--- config.mk ---
export PLATFORM = sky130hd
export DESIGN_NAME = pbcs_regs
export DESIGN_NICKNAME = d
export VERILOG_FILES = /design/src/verilog/pbcs_pkg.sv /design/src/verilog/pbcs_irq.sv /design/src/verilog/pbcs_regs.sv
export SDC_FILE = /design/constraint.sdc
export NUM_CORES = 1
export LEC_CHECK = 0
export BUFFER_PORTS_ARGS = -buffer_cell sky130_fd_sc_hd__buf_2
export CELL_PAD_IN_SITES_DETAIL_PLACEMENT = 2
export CELL_PAD_IN_SITES_GLOBAL_PLACEMENT = 2
export CORE_ASPECT_RATIO = 1.75
export CORE_MARGIN = 3
export CORE_UTILIZATION = 32
export DETAILED_ROUTE_END_ITERATION = 8
export PLACE_DENSITY = 0.89
export SYNTH_ARGS = -nofsm -noshare
export SYNTH_HDL_FRONTEND = slang
export SYNTH_HIERARCHICAL = 1
export SYNTH_SLANG_ARGS = --single-unit
--- constraint.sdc ---
create_clock -name ref_clk -period 1.46 [get_ports ref_clk]
set_input_delay 0.073 -clock ref_clk [delete_from_list [all_inputs] [get_ports ref_clk]]
set_output_delay 0.073 -clock ref_clk [all_outputs]
set_load 0.1 [all_outputs]
--- src/verilog/pbcs_pkg.sv ---
// Constants and carrier types for the PHY basic control and status registers.
// Assumes a 16-bit register port with byte offsets and a single 200 MHz clock.
package pbcs_pkg;

    // ==========================================================
    // Register port geometry and offsets
    localparam int PBCS_AW = 8;
    localparam int PBCS_DW = 16;
    localparam logic [7:0] OFF_CTRL = 8'h00;
    localparam logic [7:0] OFF_STAT = 8'h02;
    localparam logic [7:0] OFF_ALT_CTRL = 8'h10;
    localparam logic [7:0] OFF_ALT_STAT = 8'h12;
    localparam logic [7:0] OFF_IRQ_STAT = 8'h20;
    localparam logic [7:0] OFF_IRQ_MASK = 8'h22;

    // ==========================================================
    // Basic control word bit positions
    localparam int CB_SOFT_RST = 15;
    localparam int CB_RSVD14 = 14;
    localparam int CB_FORCE100 = 13;
    localparam int CB_AUTONEG = 12;
    localparam int CB_PWRDN = 11;
    localparam int CB_ISOLATE = 10;
    localparam int CB_RESTART = 9;
    localparam int CB_FULL = 8;
    localparam int CB_COLTEST = 7;
    localparam int CB_XALG = 5;
    localparam int CB_FORCE_X = 4;
    localparam int CB_NOAUTO_X = 3;
    localparam int CB_RSVD2 = 2;
    localparam int CB_TXOFF = 1;
    localparam int CB_LEDOFF = 0;

    // ==========================================================
    // Basic status word bit positions
    localparam int SB_T4 = 15;
    localparam int SB_CAP_HI = 14;
    localparam int SB_CAP_LO = 11;
    localparam int SB_AN_DONE = 5;
    localparam int SB_RSVD4 = 4;
    localparam int SB_AN_CAP = 3;
    localparam int SB_LINK = 2;
    localparam int SB_EXT = 0;

    // ==========================================================
    // Port control / status bank bit positions (shared storage)
    localparam int AC_LEDOFF = 15;
    localparam int AC_TXOFF = 14;
    localparam int AC_RESTART = 13;
    localparam int AC_RSVD = 12;
    localparam int AC_PWRDN = 11;
    localparam int AC_NOAUTO_X = 10;
    localparam int AC_FORCE_X = 9;
    localparam int AC_AUTONEG = 7;
    localparam int AC_FORCE100 = 6;
    localparam int AC_FULL = 5;
    localparam int AS_XALG = 15;
    localparam int AS_RSVD4 = 8;
    localparam int AS_AN_DONE = 6;
    localparam int AS_LINK = 5;

    // ==========================================================
    // Reset values and interrupt events
    localparam logic RST_AUTONEG = 1'b1;
    localparam logic RST_XALG = 1'b1;
    localparam int IRQ_W = 3;
    localparam int IRQ_LINK_UP = 0;
    localparam int IRQ_LINK_DOWN = 1;
    localparam int IRQ_AN_DONE = 2;

    // ==========================================================
    // Carrier types
    typedef struct packed {
        logic rsvd14;
        logic force100;
        logic autoneg;
        logic powerDown;
        logic fullDuplex;
        logic crossoverAlgorithmSelect;
        logic forceCrossedPairAssignment;
        logic disableAutoCrossover;
        logic rsvd2;
        logic txDisable;
        logic ledDisable;
    } pbcs_ctrl_s;

    typedef struct packed {
        logic linkUp;
        logic autonegDone;
        logic autonegFailed;
        logic negSpeed100;
        logic negFullDuplex;
        logic rsvdStat4;
    } pbcs_phy_s;

    typedef struct packed {
        logic speed100;
        logic fullDuplex;
        logic autonegEnable;
        logic autonegRestart;
        logic powerDown;
        logic crossoverAlgorithmSelect;
        logic autoCrossoverOff;
        logic forceCrossedPairAssignment;
        logic txDisable;
        logic ledDisable;
    } pbcs_mode_s;

endpackage : pbcs_pkg

--- src/verilog/pbcs_irq.sv ---
// Sticky event flags with mask and one level interrupt output.
// Assumes one-cycle event pulses and a read-to-clear strobe from the register port.
`timescale 1ns/1ps
module pbcs_irq
    import pbcs_pkg::*;
(
    input wire logic ref_clk,
    input wire logic rst_n,
    input wire logic [IRQ_W-1:0] eventPulse,
    input wire logic readClear,
    input wire logic maskWr,
    input wire logic [IRQ_W-1:0] maskData,
    output logic [IRQ_W-1:0] flags,
    output logic [IRQ_W-1:0] mask,
    output logic irq
);

    logic [IRQ_W-1:0] next_flags;
    logic [IRQ_W-1:0] next_mask;
    logic next_irq;

    // ==========================================================
    // Next state; a new event wins over the read clear
    always_comb
    begin
        next_flags = (readClear ? '0 : flags) | eventPulse;
        next_mask = maskWr ? maskData : mask;
        next_irq = |(next_flags & next_mask);
    end

    always_ff @(posedge ref_clk or negedge rst_n)
    begin
        if (!rst_n)
        begin
            flags <= '0;
            mask <= '0;
            irq <= 1'b0;
        end
        else
        begin
            flags <= next_flags;
            mask <= next_mask;
            irq <= next_irq;
        end
    end

endmodule : pbcs_irq

--- src/verilog/pbcs_regs.sv ---
// PHY basic control and status registers with shared port-bank view.
// Assumes a 16-bit strobe register port, read data one cycle after the
// read strobe, and PHY status inputs synchronous to ref_clk.
//
// What this block does
// - Autoneg off: bit 13 picks 100 or 10
// - Bit 12 enables autoneg, resets to one
// - Writing one to bit 9 restarts autoneg when bit 12 is written one
// - Bit 8 picks duplex when autoneg off/failed
// - Bit 5 picks crossover algorithm, resets one
// - Bit 3 stops auto crossover; bit 4 forces crossed
// - Bit 1 disables transmit
// - Status bits 14..11 read one
// - Status bit 15 reads zero
// - Status bit 5 shows autoneg complete
// - Status bit 3 reads one
// - Status bit 0 reads zero
//
// Added by the designer: the address-and-strobe port.
`timescale 1ns/1ps
module pbcs_regs
    import pbcs_pkg::*;
(
    input wire logic ref_clk,
    input wire logic rst_n,
    input wire logic [PBCS_AW-1:0] regAddr,
    input wire logic [PBCS_DW-1:0] regWdata,
    input wire logic regWr,
    input wire logic regRd,
    output logic [PBCS_DW-1:0] regRdata,
    input wire pbcs_phy_s phyStat,
    output pbcs_mode_s phyMode,
    output logic irq
);

    // ==========================================================
    // Word packing shared by decode and readback
    function automatic logic [PBCS_DW-1:0] basicCtrlWord(input pbcs_ctrl_s c);
        logic [PBCS_DW-1:0] w;
        w = '0;
        w[CB_RSVD14] = c.rsvd14;
        w[CB_FORCE100] = c.force100;
        w[CB_AUTONEG] = c.autoneg;
        w[CB_PWRDN] = c.powerDown;
        w[CB_FULL] = c.fullDuplex;
        w[CB_XALG] = c.crossoverAlgorithmSelect;
        w[CB_FORCE_X] = c.forceCrossedPairAssignment;
        w[CB_NOAUTO_X] = c.disableAutoCrossover;
        w[CB_RSVD2] = c.rsvd2;
        w[CB_TXOFF] = c.txDisable;
        w[CB_LEDOFF] = c.ledDisable;
        return w;
    endfunction : basicCtrlWord

    function automatic logic [PBCS_DW-1:0] altCtrlWord(input pbcs_ctrl_s c);
        logic [PBCS_DW-1:0] w;
        w = '0;
        w[AC_LEDOFF] = c.ledDisable;
        w[AC_TXOFF] = c.txDisable;
        w[AC_RSVD] = c.rsvd2;
        w[AC_PWRDN] = c.powerDown;
        w[AC_NOAUTO_X] = c.disableAutoCrossover;
        w[AC_FORCE_X] = c.forceCrossedPairAssignment;
        w[AC_AUTONEG] = c.autoneg;
        w[AC_FORCE100] = c.force100;
        w[AC_FULL] = c.fullDuplex;
        return w;
    endfunction : altCtrlWord

    function automatic pbcs_ctrl_s basicCtrlDecode(input pbcs_ctrl_s c,
                                                  input logic [PBCS_DW-1:0] w);
        pbcs_ctrl_s n;
        n = c;
        n.rsvd14 = w[CB_RSVD14];
        n.force100 = w[CB_FORCE100];
        n.autoneg = w[CB_AUTONEG];
        n.powerDown = w[CB_PWRDN];
        n.fullDuplex = w[CB_FULL];
        n.crossoverAlgorithmSelect = w[CB_XALG];
        n.forceCrossedPairAssignment = w[CB_FORCE_X];
        n.disableAutoCrossover = w[CB_NOAUTO_X];
        n.rsvd2 = w[CB_RSVD2];
        n.txDisable = w[CB_TXOFF];
        n.ledDisable = w[CB_LEDOFF];
        return n;
    endfunction : basicCtrlDecode

    function automatic pbcs_ctrl_s altCtrlDecode(input pbcs_ctrl_s c,
                                                input logic [PBCS_DW-1:0] w);
        pbcs_ctrl_s n;
        n = c;
        n.ledDisable = w[AC_LEDOFF];
        n.txDisable = w[AC_TXOFF];
        n.rsvd2 = w[AC_RSVD];
        n.powerDown = w[AC_PWRDN];
        n.disableAutoCrossover = w[AC_NOAUTO_X];
        n.forceCrossedPairAssignment = w[AC_FORCE_X];
        n.autoneg = w[AC_AUTONEG];
        n.force100 = w[AC_FORCE100];
        n.fullDuplex = w[AC_FULL];
        return n;
    endfunction : altCtrlDecode

    localparam pbcs_ctrl_s CTRL_RESET = '{
        rsvd14: 1'b0,
        force100: 1'b0,
        autoneg: RST_AUTONEG,
        powerDown: 1'b0,
        fullDuplex: 1'b0,
        crossoverAlgorithmSelect: RST_XALG,
        forceCrossedPairAssignment: 1'b0,
        disableAutoCrossover: 1'b0,
        rsvd2: 1'b0,
        txDisable: 1'b0,
        ledDisable: 1'b0
    };

    // ==========================================================
    // State
    pbcs_ctrl_s ctrl;
    pbcs_ctrl_s next_ctrl;
    pbcs_mode_s next_phyMode;
    logic [PBCS_DW-1:0] next_regRdata;
    logic prevLinkUp;
    logic prevAnDone;
    logic restartReq;
    logic [IRQ_W-1:0] events;
    logic [IRQ_W-1:0] irqFlags;
    logic [IRQ_W-1:0] irqMask;
    logic [PBCS_DW-1:0] basicStat;
    logic [PBCS_DW-1:0] altStat;
    logic hitCtrl;
    logic hitAltCtrl;
    logic hitAltStat;

    // ==========================================================
    // Address decode
    assign hitCtrl = regWr && (regAddr == OFF_CTRL);
    assign hitAltCtrl = regWr && (regAddr == OFF_ALT_CTRL);
    assign hitAltStat = regWr && (regAddr == OFF_ALT_STAT);

    // ==========================================================
    // Status words
    always_comb
    begin
        basicStat = '0;
        basicStat[SB_T4] = 1'b0;
        basicStat[SB_CAP_HI:SB_CAP_LO] = '1;
        basicStat[SB_AN_DONE] = phyStat.autonegDone;
        basicStat[SB_RSVD4] = phyStat.rsvdStat4;
        basicStat[SB_AN_CAP] = 1'b1;
        basicStat[SB_LINK] = phyStat.linkUp;
        basicStat[SB_EXT] = 1'b0;
        altStat = '0;
        altStat[AS_XALG] = ctrl.crossoverAlgorithmSelect;
        altStat[AS_RSVD4] = phyStat.rsvdStat4;
        altStat[AS_AN_DONE] = phyStat.autonegDone;
        altStat[AS_LINK] = phyStat.linkUp;
    end

    // ==========================================================
    // Control storage and restart request
    always_comb
    begin
        next_ctrl = ctrl;
        restartReq = 1'b0;
        if (hitCtrl)
        begin
            next_ctrl = basicCtrlDecode(ctrl, regWdata);
            restartReq = regWdata[CB_RESTART];
        end
        if (hitAltCtrl)
        begin
            next_ctrl = altCtrlDecode(ctrl, regWdata);
            restartReq = regWdata[AC_RESTART];
        end
        if (hitAltStat)
        begin
            next_ctrl.crossoverAlgorithmSelect = regWdata[AS_XALG];
        end
    end

    always_ff @(posedge ref_clk or negedge rst_n)
    begin
        if (!rst_n)
        begin
            ctrl <= CTRL_RESET;
        end
        else
        begin
            ctrl <= next_ctrl;
        end
    end

    // ==========================================================
    // Read data, zero outside the read slot
    always_comb
    begin
        next_regRdata = '0;
        if (regRd)
        begin
            unique case (regAddr)
                OFF_CTRL: next_regRdata = basicCtrlWord(ctrl);
                OFF_STAT: next_regRdata = basicStat;
                OFF_ALT_CTRL: next_regRdata = altCtrlWord(ctrl);
                OFF_ALT_STAT: next_regRdata = altStat;
                OFF_IRQ_STAT: next_regRdata = {{(PBCS_DW-IRQ_W){1'b0}}, irqFlags};
                OFF_IRQ_MASK: next_regRdata = {{(PBCS_DW-IRQ_W){1'b0}}, irqMask};
                default: next_regRdata = '0;
            endcase
        end
    end

    always_ff @(posedge ref_clk or negedge rst_n)
    begin
        if (!rst_n)
        begin
            regRdata <= '0;
        end
        else
        begin
            regRdata <= next_regRdata;
        end
    end

    // ==========================================================
    // Operating mode driven to the PHY
    always_comb
    begin
        next_phyMode.autonegEnable = next_ctrl.autoneg;
        next_phyMode.autonegRestart = restartReq && next_ctrl.autoneg;
        if (next_ctrl.autoneg && phyStat.autonegDone)
        begin
            next_phyMode.speed100 = phyStat.negSpeed100;
        end
        else
        begin
            next_phyMode.speed100 = next_ctrl.force100;
        end
        if (!next_ctrl.autoneg || phyStat.autonegFailed)
        begin
            next_phyMode.fullDuplex = next_ctrl.fullDuplex;
        end
        else
        begin
            next_phyMode.fullDuplex = phyStat.negFullDuplex;
        end
        next_phyMode.powerDown = next_ctrl.powerDown;
        next_phyMode.crossoverAlgorithmSelect = next_ctrl.crossoverAlgorithmSelect;
        next_phyMode.autoCrossoverOff = next_ctrl.disableAutoCrossover
                                        || next_ctrl.forceCrossedPairAssignment;
        next_phyMode.forceCrossedPairAssignment = next_ctrl.forceCrossedPairAssignment;
        next_phyMode.txDisable = next_ctrl.txDisable || next_ctrl.powerDown;
        next_phyMode.ledDisable = next_ctrl.ledDisable;
    end

    always_ff @(posedge ref_clk or negedge rst_n)
    begin
        if (!rst_n)
        begin
            phyMode <= '0;
        end
        else
        begin
            phyMode <= next_phyMode;
        end
    end

    // ==========================================================
    // Link and negotiation events
    always_comb
    begin
        events = '0;
        events[IRQ_LINK_UP] = phyStat.linkUp && !prevLinkUp;
        events[IRQ_LINK_DOWN] = !phyStat.linkUp && prevLinkUp;
        events[IRQ_AN_DONE] = phyStat.autonegDone && !prevAnDone;
    end

    always_ff @(posedge ref_clk or negedge rst_n)
    begin
        if (!rst_n)
        begin
            prevLinkUp <= 1'b0;
            prevAnDone <= 1'b0;
        end
        else
        begin
            prevLinkUp <= phyStat.linkUp;
            prevAnDone <= phyStat.autonegDone;
        end
    end

    // ==========================================================
    // Interrupt flags
    pbcs_irq u_irq (
        .ref_clk(ref_clk),
        .rst_n(rst_n),
        .eventPulse(events),
        .readClear(regRd && (regAddr == OFF_IRQ_STAT)),
        .maskWr(regWr && (regAddr == OFF_IRQ_MASK)),
        .maskData(regWdata[IRQ_W-1:0]),
        .flags(irqFlags),
        .mask(irqMask),
        .irq(irq)
    );

endmodule : pbcs_regs
# After elaboration in Yosys (flattened, before gate mapping)
# Cells that the tools add are included.
# totals
reg_bits	43
input_bits	34
out_inout_bits	27
elab_cells	64
# classes
eq_ne	5
n_mux	11
n_bitwise	3
reduce_logical	21
# op_table
cell	count
$pmux 16 s6	1
$mux 10	2
$eq 8x5->1 const B	2
$eq 8x6->1 const B	2
$mux 16	1
$logic_and 1x1->1	10
$eq 8x2->1 const B	1
$logic_not 8->1	1
$mux 3	2
$mux 1	5
$logic_not 1->1	4
$and 3x3->3	1
$logic_or 1x1->1	3
$or 3x3->3	1
$reduce_or 3->1	1
$reduce_and 2->1	1
$reduce_bool 2->1	1
$not 1->1	1

# Longest topological paths before layout
# Gate-level depths: netlist (run 1).
# logic_depth
ltp_word	7
mapped_depth	8
mapped_depth_nobuf	6

# Modules after synthesis
# The synthesis (run 1) kept the hierarchy.
# modules_own_cells
module	n_inst	cells_per_inst	area_each_um2	seq_area_each_um2
pbcs_regs	1	155	1778.0	903.4
pbcs_irq	1	17	265.3	175.2

# Least setup slack after synthesis (run 1)
# OpenSTA, ideal clock, no wires.
# synth_path
path_kind	input port to flip-flop
from	in regAddr[4]
to	reg u_irq.irq
setup_ns	0.126
arrival_ns	1.837
required_time_ns	1.334
path_slack_ns	-0.503
stages	7
path_buffers	2
path_cell_list	buf_4 buf_2 nor4b_1 and2b_2 and3_1 mux2_2 a221o_1
# synth_via
word_cells_on_any_way	9
cone_classes	eq/ne (2); mux (2); bitwise (2); reduce/logical (3)
# synth_rtl
item	line_no	rtl
start: declaration	pbcs_regs.sv:26	input wire logic [PBCS_AW-1:0] regAddr,
$eq 8x6->1	pbcs_regs.sv:300	.maskWr(regWr && (regAddr == OFF_IRQ_MASK)),
$logic_and 1x1->1	pbcs_regs.sv:300	
$mux 3	pbcs_irq.sv:27	next_mask = maskWr ? maskData : mask;
named net u_irq.next_mask[1]	pbcs_irq.sv:19	logic [IRQ_W-1:0] next_mask;
$and 3x3->3	pbcs_irq.sv:28	next_irq = |(next_flags & next_mask);
$reduce_or 3->1	pbcs_irq.sv:28	
named net u_irq.next_irq	pbcs_irq.sv:20	logic next_irq;
end signal: assignment	pbcs_irq.sv:43	irq <= next_irq;
end: declaration	pbcs_irq.sv:15	output logic irq
# The timed path passes the listed nets, and every way through them passes these cells.
# A chain may end at the register's enable or synchronous reset.

# Final worst setup path (run 1)
# layout_path
from	in regAddr[2]
to	reg u_irq.irq
# Same word-level chain as after synthesis.

==> run summary, run 1 <==
### Clocking
- 43 — clock tree sinks
- yes — TritonCTS clock tree
- 5 — Num CTS Buffers
- 0.10 ns — post-CTS clock slew at the launch and capture registers of the worst setup and hold paths
- 2 — Max Buffers Root-to-Sink
- sky130_fd_sc_hd__clkbuf_8 — root buffer cell
- 2 — H-tree depth reported by CTS
- 0 — setup fix buffers added after clock tree synthesis
- 0.31 ns — clock latency on the worst-skew pair

### Timing
- 99.5% — Tcrit/Tclk final
- 0 — number of pins with negative max-slew slack in the final report
- 0.495 ns — Tightest Pin Transition
- 67.3% — relative slew slack
- 0 — Hold Vio Cnt, Final
- 0 — final setup fails
- 1.45 ns — shortest period the worst path allows
- 0.0131 ns — maximum clock skew at final layout
- yes — RSZ-0062 raised after global routing
- 0.688 GHz — maximum clock frequency

### Logic synthesis
- 43 — count of state elements after synthesis
- sky130_fd_sc_hd__dfrtp_1 — most used standard cell by instance count after synthesis
- 6 — warnings from Yosys
- 100% — share of flip-flops with an asynchronous set or reset
- 11.9 sq um — synthesized area divided by synthesized cell count
- 206 — number of nets produced by synthesis
- 172 — cell count after synthesis
- sky130_fd_sc_hd__dfrtp_1, sky130_fd_sc_hd__nor2_1, sky130_fd_sc_hd__mux2_2, sky130_fd_sc_hd__nand2_1 — Synth top cells by count
- 52.8% — sequential fraction of the synthesis area
- sky130_fd_sc_hd__dfrtp_1 — commonest register cell after synthesis
- sky130_fd_sc_hd__dfrtp_1 — leading area contributor after synthesis
- sky130_fd_sc_hd__dfrtp_1, sky130_fd_sc_hd__mux2_2, sky130_fd_sc_hd__mux2i_1 — ranking of synthesized cells by area
- 2040 sq um — post-synthesis instance area
- 48 — count of distinct cell types in the synthesized netlist
- 50.2% — post-synth top area share
- 0 — EDFF count, synth

### Floorplanning
- 112 um — Die Ht
- 66.4 um — width of the chip
- 34.0% — effective utilization at floorplan
- 37 — # rows
- 7420 sq um — die area
- 6020 sq um — area of the core
- 61 — Top-Level Pins

### GRT
- 11300 um — wire length of the first global-routing pass
- 0 — initial antenna violation count
- 20.6% — total routing usage reported by global routing
- 2075 — via count of the first global-routing pass
- 44 — largest net degree at the start of global routing
- 0 — GRT overflow

### Worst setup path
- sky130_fd_sc_hd__or3_4 — cell at the slowest stage of the critical path
- register — kind of capture point of the worst setup path
- 0.38 ns — maximum cell stage delay along the critical path
- 3 — largest fanout of any net on the critical path
- 1.66 ns — data arrival time at the worst-slack endpoint
- 7 — total number of cells along the worst setup path
- 3 — length in cells of the worst reg-to-reg path
- input port — element type at the critical path start
- simple AND/OR/NAND/NOR gates — delay-heaviest family, CP
- 0.13 ns — Reg2Reg Setup Slack
- 1.66 ns — data required time at the worst endpoint
- ctrl[8] — worst r2r src
- phyMode[8] — reg-to-reg endpoint
- 1 — number of buffers and inverters on the critical path
- input port to register — Setup CP Type
- buf_6 -> or3_4 -> and2b_2 -> and3_4 -> mux2_4 -> o21a_1 -> a221o_1 — cell-by-cell listing of the critical path

### Drt
- 4 — number of iterations in the first detailed-routing pass
- 1730 — vias after detailed routing
- 5.09 — via density per instance
- 0 — remaining antenna violation count after routing
- 7190 um — sum of routed wire length over all layers
- met4 — Highest Signal Layer
- 0 — residual DRC count
- 21.1 um — average wire length per cell after detail routing
- 2530 um — detailed-routing wirelength on met1
- 47 — Detailed Route Iter0 Violations
- 253 um — total length of routed met3 wires
- 4160 um — detailed-routed wire length on met2

### Layout
- 295 — Post-layout nets
- 50.0% — fraction of final layout cells sized beyond drive strength 1
- 2780 sq um — final non-filler cell area
- 0 — antenna cell count
- 36.2% — area overhead of the layout relative to synthesis

### Outcome
- completed — outcome

### Power and ir drop
- 0.000532 V — maximum resistive drop on vdd
- 0.00272 W — overall power consumption
- 976 nW/um^2 — power per cell area
- 1.37 nW — static leakage

### Worst hold path
- phyMode[5] — terminating pin of the worst hold path
- regWdata[11] — HP Start
- 2 — Hold Path Cell Cnt
- input port to register — Hold Crit Class

### Placed design
- 60 — number of I/O port buffers
- 2600 sq um — Area after DPL
- 5260 um — DPL Wire Length
- 0.850 — gp weighted congestion

### Job
- 0 — number of max-cap violations

[where the power goes]
group | internal, W | total [W] | switching (W)
Combinational | 0.000181 | 0.000622 | 0.000441
Sequential | 0.00125 | 0.00130 | 0.0000429
Clock | 0.000342 | 0.000797 | 0.000455
[how the worst max path moves through the flow]
stage,start,to,slack (ns)
final,regAddr[2],u_irq/irq,0.007
after floorplan,regAddr[0],u_irq/irq,-0.33
after CTS,regAddr[2],u_irq/irq,0.01
after global routing,regAddr[2],u_irq/irq,-0.03
after global placement,regAddr[0],u_irq/irq,-0.30
after detailed placement,regAddr[0],u_irq/irq,-0.35
[cells by family (layout without fill, tap and decap cells)]
family / after synthesis / after routing / synth area share (%)
multiplexers: 22 / 22 / 12.2
flip-flops: 43 / 43 / 52.8
AND/OR/NAND/NOR: 61 / 61 / 19.5
AO/OA/AOI/OAI: 29 / 29 / 10.3
buffers and inverters: 17 / 107 / 5.14
[placed cells by master (no fill, tap or decap), types with 4 or more instances in the layout]
master | Yosys | final
sky130_fd_sc_hd__a21oi_1 | 7 | 7
sky130_fd_sc_hd__and3_1 | 5 | 4
sky130_fd_sc_hd__inv_1 | 6 | 6
sky130_fd_sc_hd__nor2b_1 | 7 | 7
sky130_fd_sc_hd__mux2_2 | 11 | 10
sky130_fd_sc_hd__mux2i_1 | 7 | 7
sky130_fd_sc_hd__clkbuf_8 | 0 | 5
sky130_fd_sc_hd__mux2_4 | 3 | 4
sky130_fd_sc_hd__buf_2 | 2 | 59
sky130_fd_sc_hd__dlygate4sd3_1 | 0 | 5
sky130_fd_sc_hd__nand2_1 | 11 | 11
sky130_fd_sc_hd__buf_4 | 4 | 27
sky130_fd_sc_hd__a22oi_1 | 7 | 7
sky130_fd_sc_hd__dfrtp_1 | 41 | 41
sky130_fd_sc_hd__nor2_1 | 13 | 13
[routing by layer]
layer / track usage, % / vias up
li1: - / 787
met4: 10.3 / 0
met5: 0 / -
met1: 21.7 / 876
met2: 37.9 / 52
met3: 3.13 / 15
[stage by stage]
stage,util (%),hold WS [ns],worst slack [ns],std cells,TNS (ns)
floorplan,-,-0.223,-0.327,172,-0.327
global placement,43.1,0.0607,-0.304,327,-2.23
detailed placement,43.1,0.0781,-0.351,327,-4.75
CTS,45.9,0.0150,0.0131,340,0
global route,46.2,0.0282,-0.0323,340,-0.0539
finish,46.2,0.0228,0.00674,340,0
[final cells by class]
class	count	area (sq um)
fill	666	3240
timing repair buffer	93	579
multi-input combinational	112	911
clock inverter	3	25.0
tap	78	97.6
clock buffer	5	68.8
inverter	6	22.5
sequential	43	1080
[worst reg2reg max path, stage by stage (launching register included)]
cell,delay [ns]
sky130_fd_sc_hd__dfstp_2,0.57
sky130_fd_sc_hd__a21oi_1,0.07
sky130_fd_sc_hd__nor3b_2,0.23
sky130_fd_sc_hd__mux2_2,0.36
[registers in the layout, indices dropped and copies added (netlist names)]
signal and count:
regRdata 16, phyMode 10, ctrl 7, u_irq/flags 3
u_irq/mask 3, altStat 1, prevAnDone 1, prevLinkUp 1
u_irq/irq 1
[what timing repair did]
item                       CTS  global route
setup endpoints to repair   14             3
hold endpoints to repair    47             0
hold buffers                 5             0
pin swaps                    1             0
resized for setup            4             3
Note: power is estimated with default switching activity, not from simulation.
==> run 2: changes to the inputs <==
--- a/config.mk
+++ b/config.mk
@@ -10,9 +10,10 @@
 export CELL_PAD_IN_SITES_GLOBAL_PLACEMENT = 2
 export CORE_ASPECT_RATIO = 1.75
 export CORE_MARGIN = 3
-export CORE_UTILIZATION = 32
+export CORE_UTILIZATION = 25
+export CTS_CLUSTER_DIAMETER = 50
 export DETAILED_ROUTE_END_ITERATION = 8
-export PLACE_DENSITY = 0.89
+export PLACE_DENSITY = 0.75
 export SYNTH_ARGS = -nofsm -noshare
 export SYNTH_HDL_FRONTEND = slang
 export SYNTH_HIERARCHICAL = 1
==> run 2 against run 1 <==
The run now ends with negative setup slack left. First-iteration DRC count up 19%. Core utilization is 10 points lower. Maximum frequency decreased by 2.7%. Clock power is 49% higher. Non-clock buffer count is 2 higher. Flip-flop and latch count is the same. Clock skew down 0.0089 ns. Setup slack worse by 0.040 ns. Wire length decreased by 8.5%. Sequential share of layout area shrank 1.0 points. Combinational power shrank 3%.
==> run summary, run 2 (synthesis gave the netlist of run 1 again) <==
### Outcome
- finished with violations — outcome
- negative setup slack — violations in the final reports

### Drt
- 18.6 um — average wire length per cell after detail routing, -12%
- 0 — residual DRC count, unchanged
- 6580 um — sum of routed wire length over all layers, -8.5%
- 4.83 — via density per instance, -5.0%
- 4 — number of iterations in the first detailed-routing pass, unchanged
- 56 — Detailed Route Iter0 Violations, +19%
- 0 — remaining antenna violation count after routing, unchanged
- 1711 — vias after detailed routing, -1.1%

### Timing
- 0 — Hold Vio Cnt, Final, unchanged
- 63.1% — relative slew slack, -4.2 points
- 0.00419 ns — maximum clock skew at final layout, -0.00891 ns
- 0 — number of pins with negative max-slew slack in the final report, unchanged
- 102% — Tcrit/Tclk final, +2.7 points
- yes — RSZ-0062 raised after global routing
- 1 — final setup fails, +1
- 0.670 GHz — maximum clock frequency, -2.7%
- 1.49 ns — shortest period the worst path allows, +0.0398 ns
- -0.0330 ns — fin worst setup slack, -0.0398 ns
- 0.553 ns — Tightest Pin Transition, +0.0589 ns
- -0.0330 ns — Sum Neg Setup Slack, -0.0330 ns

### Floorplanning
- 126 um — Die Ht, +12%
- 61 — Top-Level Pins, unchanged
- 7960 sq um — area of the core, +32%
- 74.3 um — width of the chip, +12%
- 43 — # rows, +16%
- 25.7% — effective utilization at floorplan, -8.3 points
- 9340 sq um — die area, +26%

### Worst setup path
- register — kind of capture point of the worst setup path
- simple AND/OR/NAND/NOR gates — delay-heaviest family, CP
- 0.37 ns — maximum cell stage delay along the critical path, about the same
- 3 — largest fanout of any net on the critical path, unchanged
- sky130_fd_sc_hd__or3_4 — cell at the slowest stage of the critical path
- 1.63 ns — data required time at the worst endpoint, -0.03 ns
- input port to register — Setup CP Type
- buf_6 -> or3_4 -> and2b_2 -> and3_4 -> mux2_4 -> o21a_1 -> a221o_1 — cell-by-cell listing of the critical path
- 1.67 ns — data arrival time at the worst-slack endpoint, about the same
- 1 — number of buffers and inverters on the critical path, unchanged
- input port — element type at the critical path start

### GRT
- 0 — GRT overflow, unchanged
- 44 — largest net degree at the start of global routing, unchanged
- 10700 um — wire length of the first global-routing pass, -5.4%
- 1983 — via count of the first global-routing pass, -4.4%
- 15.5% — total routing usage reported by global routing, -5.1 points
- 0 — initial antenna violation count, unchanged

### Layout
- sky130_fd_sc_hd__buf_2 — most common cell after layout, fill and taps aside
- regRdata x16, phyMode x10, ctrl x7 — Regs by FF count
- 0 — antenna cell count, unchanged
- 297 — Post-layout nets, +0.68%
- 898 sq um — multi-input combinational cell area, -1.4%
- 1080 sq um — flip-flop and latch area, unchanged
- sky130_fd_sc_hd__buf_2, sky130_fd_sc_hd__dfrtp_1, sky130_fd_sc_hd__buf_4 — top library cells by usage in the layout, fill and taps aside
- 50.4% — fraction of final layout cells sized beyond drive strength 1, +0.38 points
- 860 — number of filler instances in the final layout, +29%
- 354 — final non-filler cell total, +4.1%
- 16 — flip-flop count of the largest register after layout, unchanged
- regRdata — most flop-heavy register
- 39.9% — area overhead of the layout relative to synthesis
- 35.9% — post-layout util, -10 points

### Clocking
- 0.29 ns — clock latency on the worst-skew pair, -0.02 ns
- 43 — clock tree sinks, unchanged
- 5 — Num CTS Buffers, unchanged
- sky130_fd_sc_hd__clkbuf_16 — root buffer cell
- 2 — Max Buffers Root-to-Sink, unchanged
- 2 — H-tree depth reported by CTS, unchanged
- 0.06 ns — post-CTS clock slew at the launch and capture registers of the worst setup and hold paths, -0.04 ns
- yes — TritonCTS clock tree

### Placed design
- 0.837 — gp weighted congestion, -1.6%
- 60 — number of I/O port buffers, unchanged
- 5250 um — DPL Wire Length, -0.11%
- 341 — number of instances in the placed design, +4.3%
- -0.369 ns — post-place setup slack, -0.0177 ns

### Power and ir drop
- 1.41 nW — static leakage, +2.9%
- 1080 nW/um^2 — power per cell area, +11%
- 0.000386 V — maximum resistive drop on vdd, -28%

### Worst hold path
- input port to register — Hold Crit Class

### Job
- 0 — number of max-cap violations, unchanged

==> run 2: path summary, 6_finish.rpt <==
| path | depth (start not counted) | slack (ns) | endpoint | startpoint |
|---|---|---|---|---|
| setup / recovery | 7 | -0.03 | u_irq/irq | regAddr[3] |
| hold / removal | 2 | 0.01 | phyMode[8] | phyStat[1] |
| setup reg to reg | 3 | 0.09 | phyMode[8] | ctrl[8] |
| hold reg to reg | 1 | 0.51 | u_irq/flags[2] | u_irq/flags[2] |
| max in group asynchronous | 3 | 0.69 | altStat[15] | rst_n |
| min in group asynchronous | 3 | 0.39 | regRdata[7] | rst_n |
==> run 2: worst reg2reg max path, cell delays in order, from the launching register on <==
cell,delay [ns]
sky130_fd_sc_hd__dfstp_2,0.55
sky130_fd_sc_hd__a21oi_1,0.06
sky130_fd_sc_hd__nor3b_1,0.28
sky130_fd_sc_hd__mux2_2,0.37
==> run 2: report_power, final <==
group / leakage (nW) / switching, W / internal, W / total [W]
clock: 0.0761 / 0.000465 / 0.000727 / 0.00119
combinational: 0.772 / 0.000424 / 0.000180 / 0.000604
sequential: 0.558 / 0.0000396 / 0.00126 / 0.00130
total: 1.41 / 0.000929 / 0.00216 / 0.00309
==> run 2: layout make-up <==
class	count	share of cell area, %
Multi-Input combinational cell	112	31.4
Clock inverter	1	0.263
Clock buffer	7	5.34
Timing Repair Buffer	95	20.5
Sequential cell	43	37.7
Tap cell	90	3.94
Inverter	6	0.788
==> run 2: per-stage QoR <==
| step | hold WS [ns] | cell area, sq um | total power [W] |
|---|---|---|---|
| floorplan | -0.223 | 2070 | 0.00170 |
| global placement | 0.169 | 2610 | 0.00189 |
| detailed placement | 0.189 | 2610 | 0.00191 |
| CTS | 0.00548 | 2820 | 0.00312 |
| global route | 0.0140 | 2860 | 0.00322 |
| finish | 0.0108 | 2860 | 0.00309 |
==> run 2: timing repair <==
item,4_1_cts,5_1_grt
setup endpoints to repair,1,6
pin swaps,1,3
hold buffers,3,0
hold endpoints to repair,43,0
resized for setup,1,6
buffers inserted,1,1
==> run 2: routing by layer <==
| layer | share of wire, % | routed length (um) | vias up | GRT usage [%] |
|---|---|---|---|---|
| li1 | - | - | 790 | - |
| met1 | 36 | 2370 | 858 | 16.1 |
| met2 | 56 | 3670 | 46 | 27.5 |
| met3 | 3.5 | 232 | 17 | 2.98 |
| met4 | 4.7 | 308 | 0 | 9.22 |
| met5 | 0 | 0 | - | 0 |
==> run 3: changes to the inputs <==
--- a/config.mk
+++ b/config.mk
@@ -9,7 +9,7 @@
 export CELL_PAD_IN_SITES_DETAIL_PLACEMENT = 2
 export CELL_PAD_IN_SITES_GLOBAL_PLACEMENT = 2
 export CORE_ASPECT_RATIO = 1.75
-export CORE_MARGIN = 3
+export CORE_MARGIN = 1
 export CORE_UTILIZATION = 25
 export CTS_CLUSTER_DIAMETER = 50
 export DETAILED_ROUTE_END_ITERATION = 8
==> run 3 against run 2 <==
The run still ends with negative setup slack left. Combinational power rose by 1%. Die area fell by 8.4%. Core utilization rose by 1.3 points. Via count rose by 2.1%. Flip-flop and latch count did not move. Clock-buffer cell count fell by 1. Critical path depth did not move. Worst hold slack improved by 0.0096 ns.
==> run summary, run 3 (synthesis gave the netlist of run 1 again) <==
### Worst setup path
- input port — element type at the critical path start
- 3 — largest fanout of any net on the critical path, unchanged
- 1.69 ns — data arrival time at the worst-slack endpoint, +0.02 ns
- 1.63 ns — data required time at the worst endpoint, about the same
- input port to register — Setup CP Type
- 3 — length in cells of the worst reg-to-reg path, unchanged
- register — kind of capture point of the worst setup path

### Layout
- 0 — antenna cell count, unchanged
- sky130_fd_sc_hd__buf_2, sky130_fd_sc_hd__dfrtp_1, sky130_fd_sc_hd__buf_4 — top library cells by usage in the layout, fill and taps aside
- 2940 sq um — final non-filler cell area, +2.8%
- 16 — flip-flop count of the largest register after layout, unchanged
- 300 — Post-layout nets, +1.0%
- regRdata x16, phyMode x10, ctrl x7 — Regs by FF count
- sky130_fd_sc_hd__buf_2 — most common cell after layout, fill and taps aside
- 50.9% — fraction of final layout cells sized beyond drive strength 1, +0.56 points
- 43.9% — area overhead of the layout relative to synthesis
- regRdata — most flop-heavy register

### Outcome
- negative setup slack — violations in the final reports
- finished with violations — outcome

### Drt
- 29 — Detailed Route Iter0 Violations, -48%
- 6760 um — sum of routed wire length over all layers, +2.8%
- 18.9 um — average wire length per cell after detail routing, +1.9%
- 0 — residual DRC count, unchanged
- 4 — number of iterations in the first detailed-routing pass, unchanged
- 4.89 — via density per instance, +1.2%
- 0 — remaining antenna violation count after routing, unchanged
- 1747 — vias after detailed routing, +2.1%

### Floorplanning
- 122 um — Die Ht, -3.2%
- 70.3 um — width of the chip, -5.4%
- 8550 sq um — die area, -8.4%
- 7910 sq um — area of the core, -0.68%
- 61 — Top-Level Pins, unchanged
- 25.8% — effective utilization at floorplan, +0.17 points
- 43 — # rows, unchanged

### GRT
- 2030 — via count of the first global-routing pass, +2.4%
- 0 — initial antenna violation count, unchanged
- 16.4% — total routing usage reported by global routing, +0.91 points
- 21 — largest net degree at the start of global routing, -52%
- 0 — GRT overflow, unchanged
- 10600 um — wire length of the first global-routing pass, -0.52%

### Timing
- 0 — Hold Vio Cnt, Final, unchanged
- 0.657 GHz — maximum clock frequency, -1.8%
- 0.0204 ns — worst hold slack, +0.00957 ns
- 0 — number of pins with negative max-slew slack in the final report, unchanged
- 0.00940 ns — maximum clock skew at final layout, +0.00522 ns
- yes — RSZ-0062 raised after global routing
- 0.494 ns — Tightest Pin Transition, -0.0599 ns
- 1.52 ns — shortest period the worst path allows, +0.0281 ns
- 1 — final setup fails, unchanged
- 104% — Tcrit/Tclk final, +1.9 points
- -0.0612 ns — fin worst setup slack, -0.0281 ns
- 67.3% — relative slew slack, +4.2 points

### Placed design
- 5170 um — DPL Wire Length, -1.5%
- 0.777 — gp weighted congestion, -7.1%
- 2640 sq um — Area after DPL, +1.1%
- 60 — number of I/O port buffers, unchanged

### Job
- 0 — number of max-cap violations, unchanged

### Clocking
- 0.06 ns — post-CTS clock slew at the launch and capture registers of the worst setup and hold paths, about the same
- sky130_fd_sc_hd__clkbuf_16 — root buffer cell
- 2 — Max Buffers Root-to-Sink, unchanged
- 5 — Num CTS Buffers, unchanged
- 0.29 ns — clock latency on the worst-skew pair, about the same
- 43 — clock tree sinks, unchanged
- 2 — H-tree depth reported by CTS, unchanged
- yes — TritonCTS clock tree

### Power and ir drop
- 0.000453 V — maximum resistive drop on vdd, +17%
- 1140 nW/um^2 — power per cell area, +5.4%
- 1.45 nW — static leakage, +2.8%

### Worst hold path
- input port to register — Hold Crit Class
- 2 — Hold Path Cell Cnt, unchanged

==> run 3: final timing paths <==
| path | startpoint | to | slack (ns) |
|---|---|---|---|
| max in group asynchronous | rst_n | ctrl[8] | 0.69 |
| min in group asynchronous | rst_n | u_irq/flags[0] | 0.24 |
| max | regAddr[3] | u_irq/irq | -0.06 |
| max reg2reg | ctrl[8] | phyMode[8] | 0.11 |
| min reg2reg | ctrl[10] | ctrl[10] | 0.50 |
| min | phyStat[1] | phyMode[8] | 0.02 |
==> run 3: cell type report <==
| class | count | area, sq um |
|---|---|---|
| Inverter | 6 | 22.5 |
| Fill cell | 859 | 4970 |
| Timing Repair Buffer | 98 | 626 |
| Clock inverter | 2 | 60.1 |
| Tap cell | 90 | 113 |
| Sequential cell | 43 | 1080 |
| Multi-Input combinational cell | 112 | 912 |
| Clock buffer | 6 | 129 |
==> run 3: metal layers <==
layer	share of wire [%]	vias up	global-route usage, %	wire length, um
met1	35	886	16.5	2350
met2	59	47	31.7	3970
met3	3.1	16	1.99	207
met5	0	-	0	0
li1	-	798	-	-
met4	3.3	0	9.13	226
==> run 3: worst max-delay path: stages <==
cell and delay, ns:
sky130_fd_sc_hd__buf_6 0.09, sky130_fd_sc_hd__or3_4 0.38, sky130_fd_sc_hd__and2b_2 0.23, sky130_fd_sc_hd__and3_4 0.22
sky130_fd_sc_hd__mux2_4 0.31, sky130_fd_sc_hd__o21a_1 0.10, sky130_fd_sc_hd__a221o_1 0.27
==> run 3: power breakdown <==
| part | internal (W) | switching (W) |
|---|---|---|
| registers | 0.00126 | 0.0000425 |
| clock network | 0.000981 | 0.000461 |
| logic | 0.000182 | 0.000431 |
==> run 3: timing repair <==
item                       4_1_cts  5_1_grt
cloned                           0        0
hold endpoints to repair        16        0
gates resized for setup          3        7
setup endpoints to repair        3        4
hold buffers                     3        0
pin swaps                        1        3
setup buffers                    1        2
==> run 3: through the flow <==
stage | setup TNS (ns) | cells | total power, W | worst slack, ns | utilization (%)
floorplan | -0.327 | 172 | 0.00170 | -0.327 | -
global placement | -3.19 | 343 | 0.00189 | -0.309 | 33.4
detailed placement | -4.60 | 343 | 0.00191 | -0.389 | 33.4
CTS | -0.0544 | 355 | 0.00337 | -0.0544 | 36.5
global route | -0.0811 | 357 | 0.00347 | -0.0811 | 37.2
finish | -0.0612 | 357 | 0.00335 | -0.0612 | 37.2
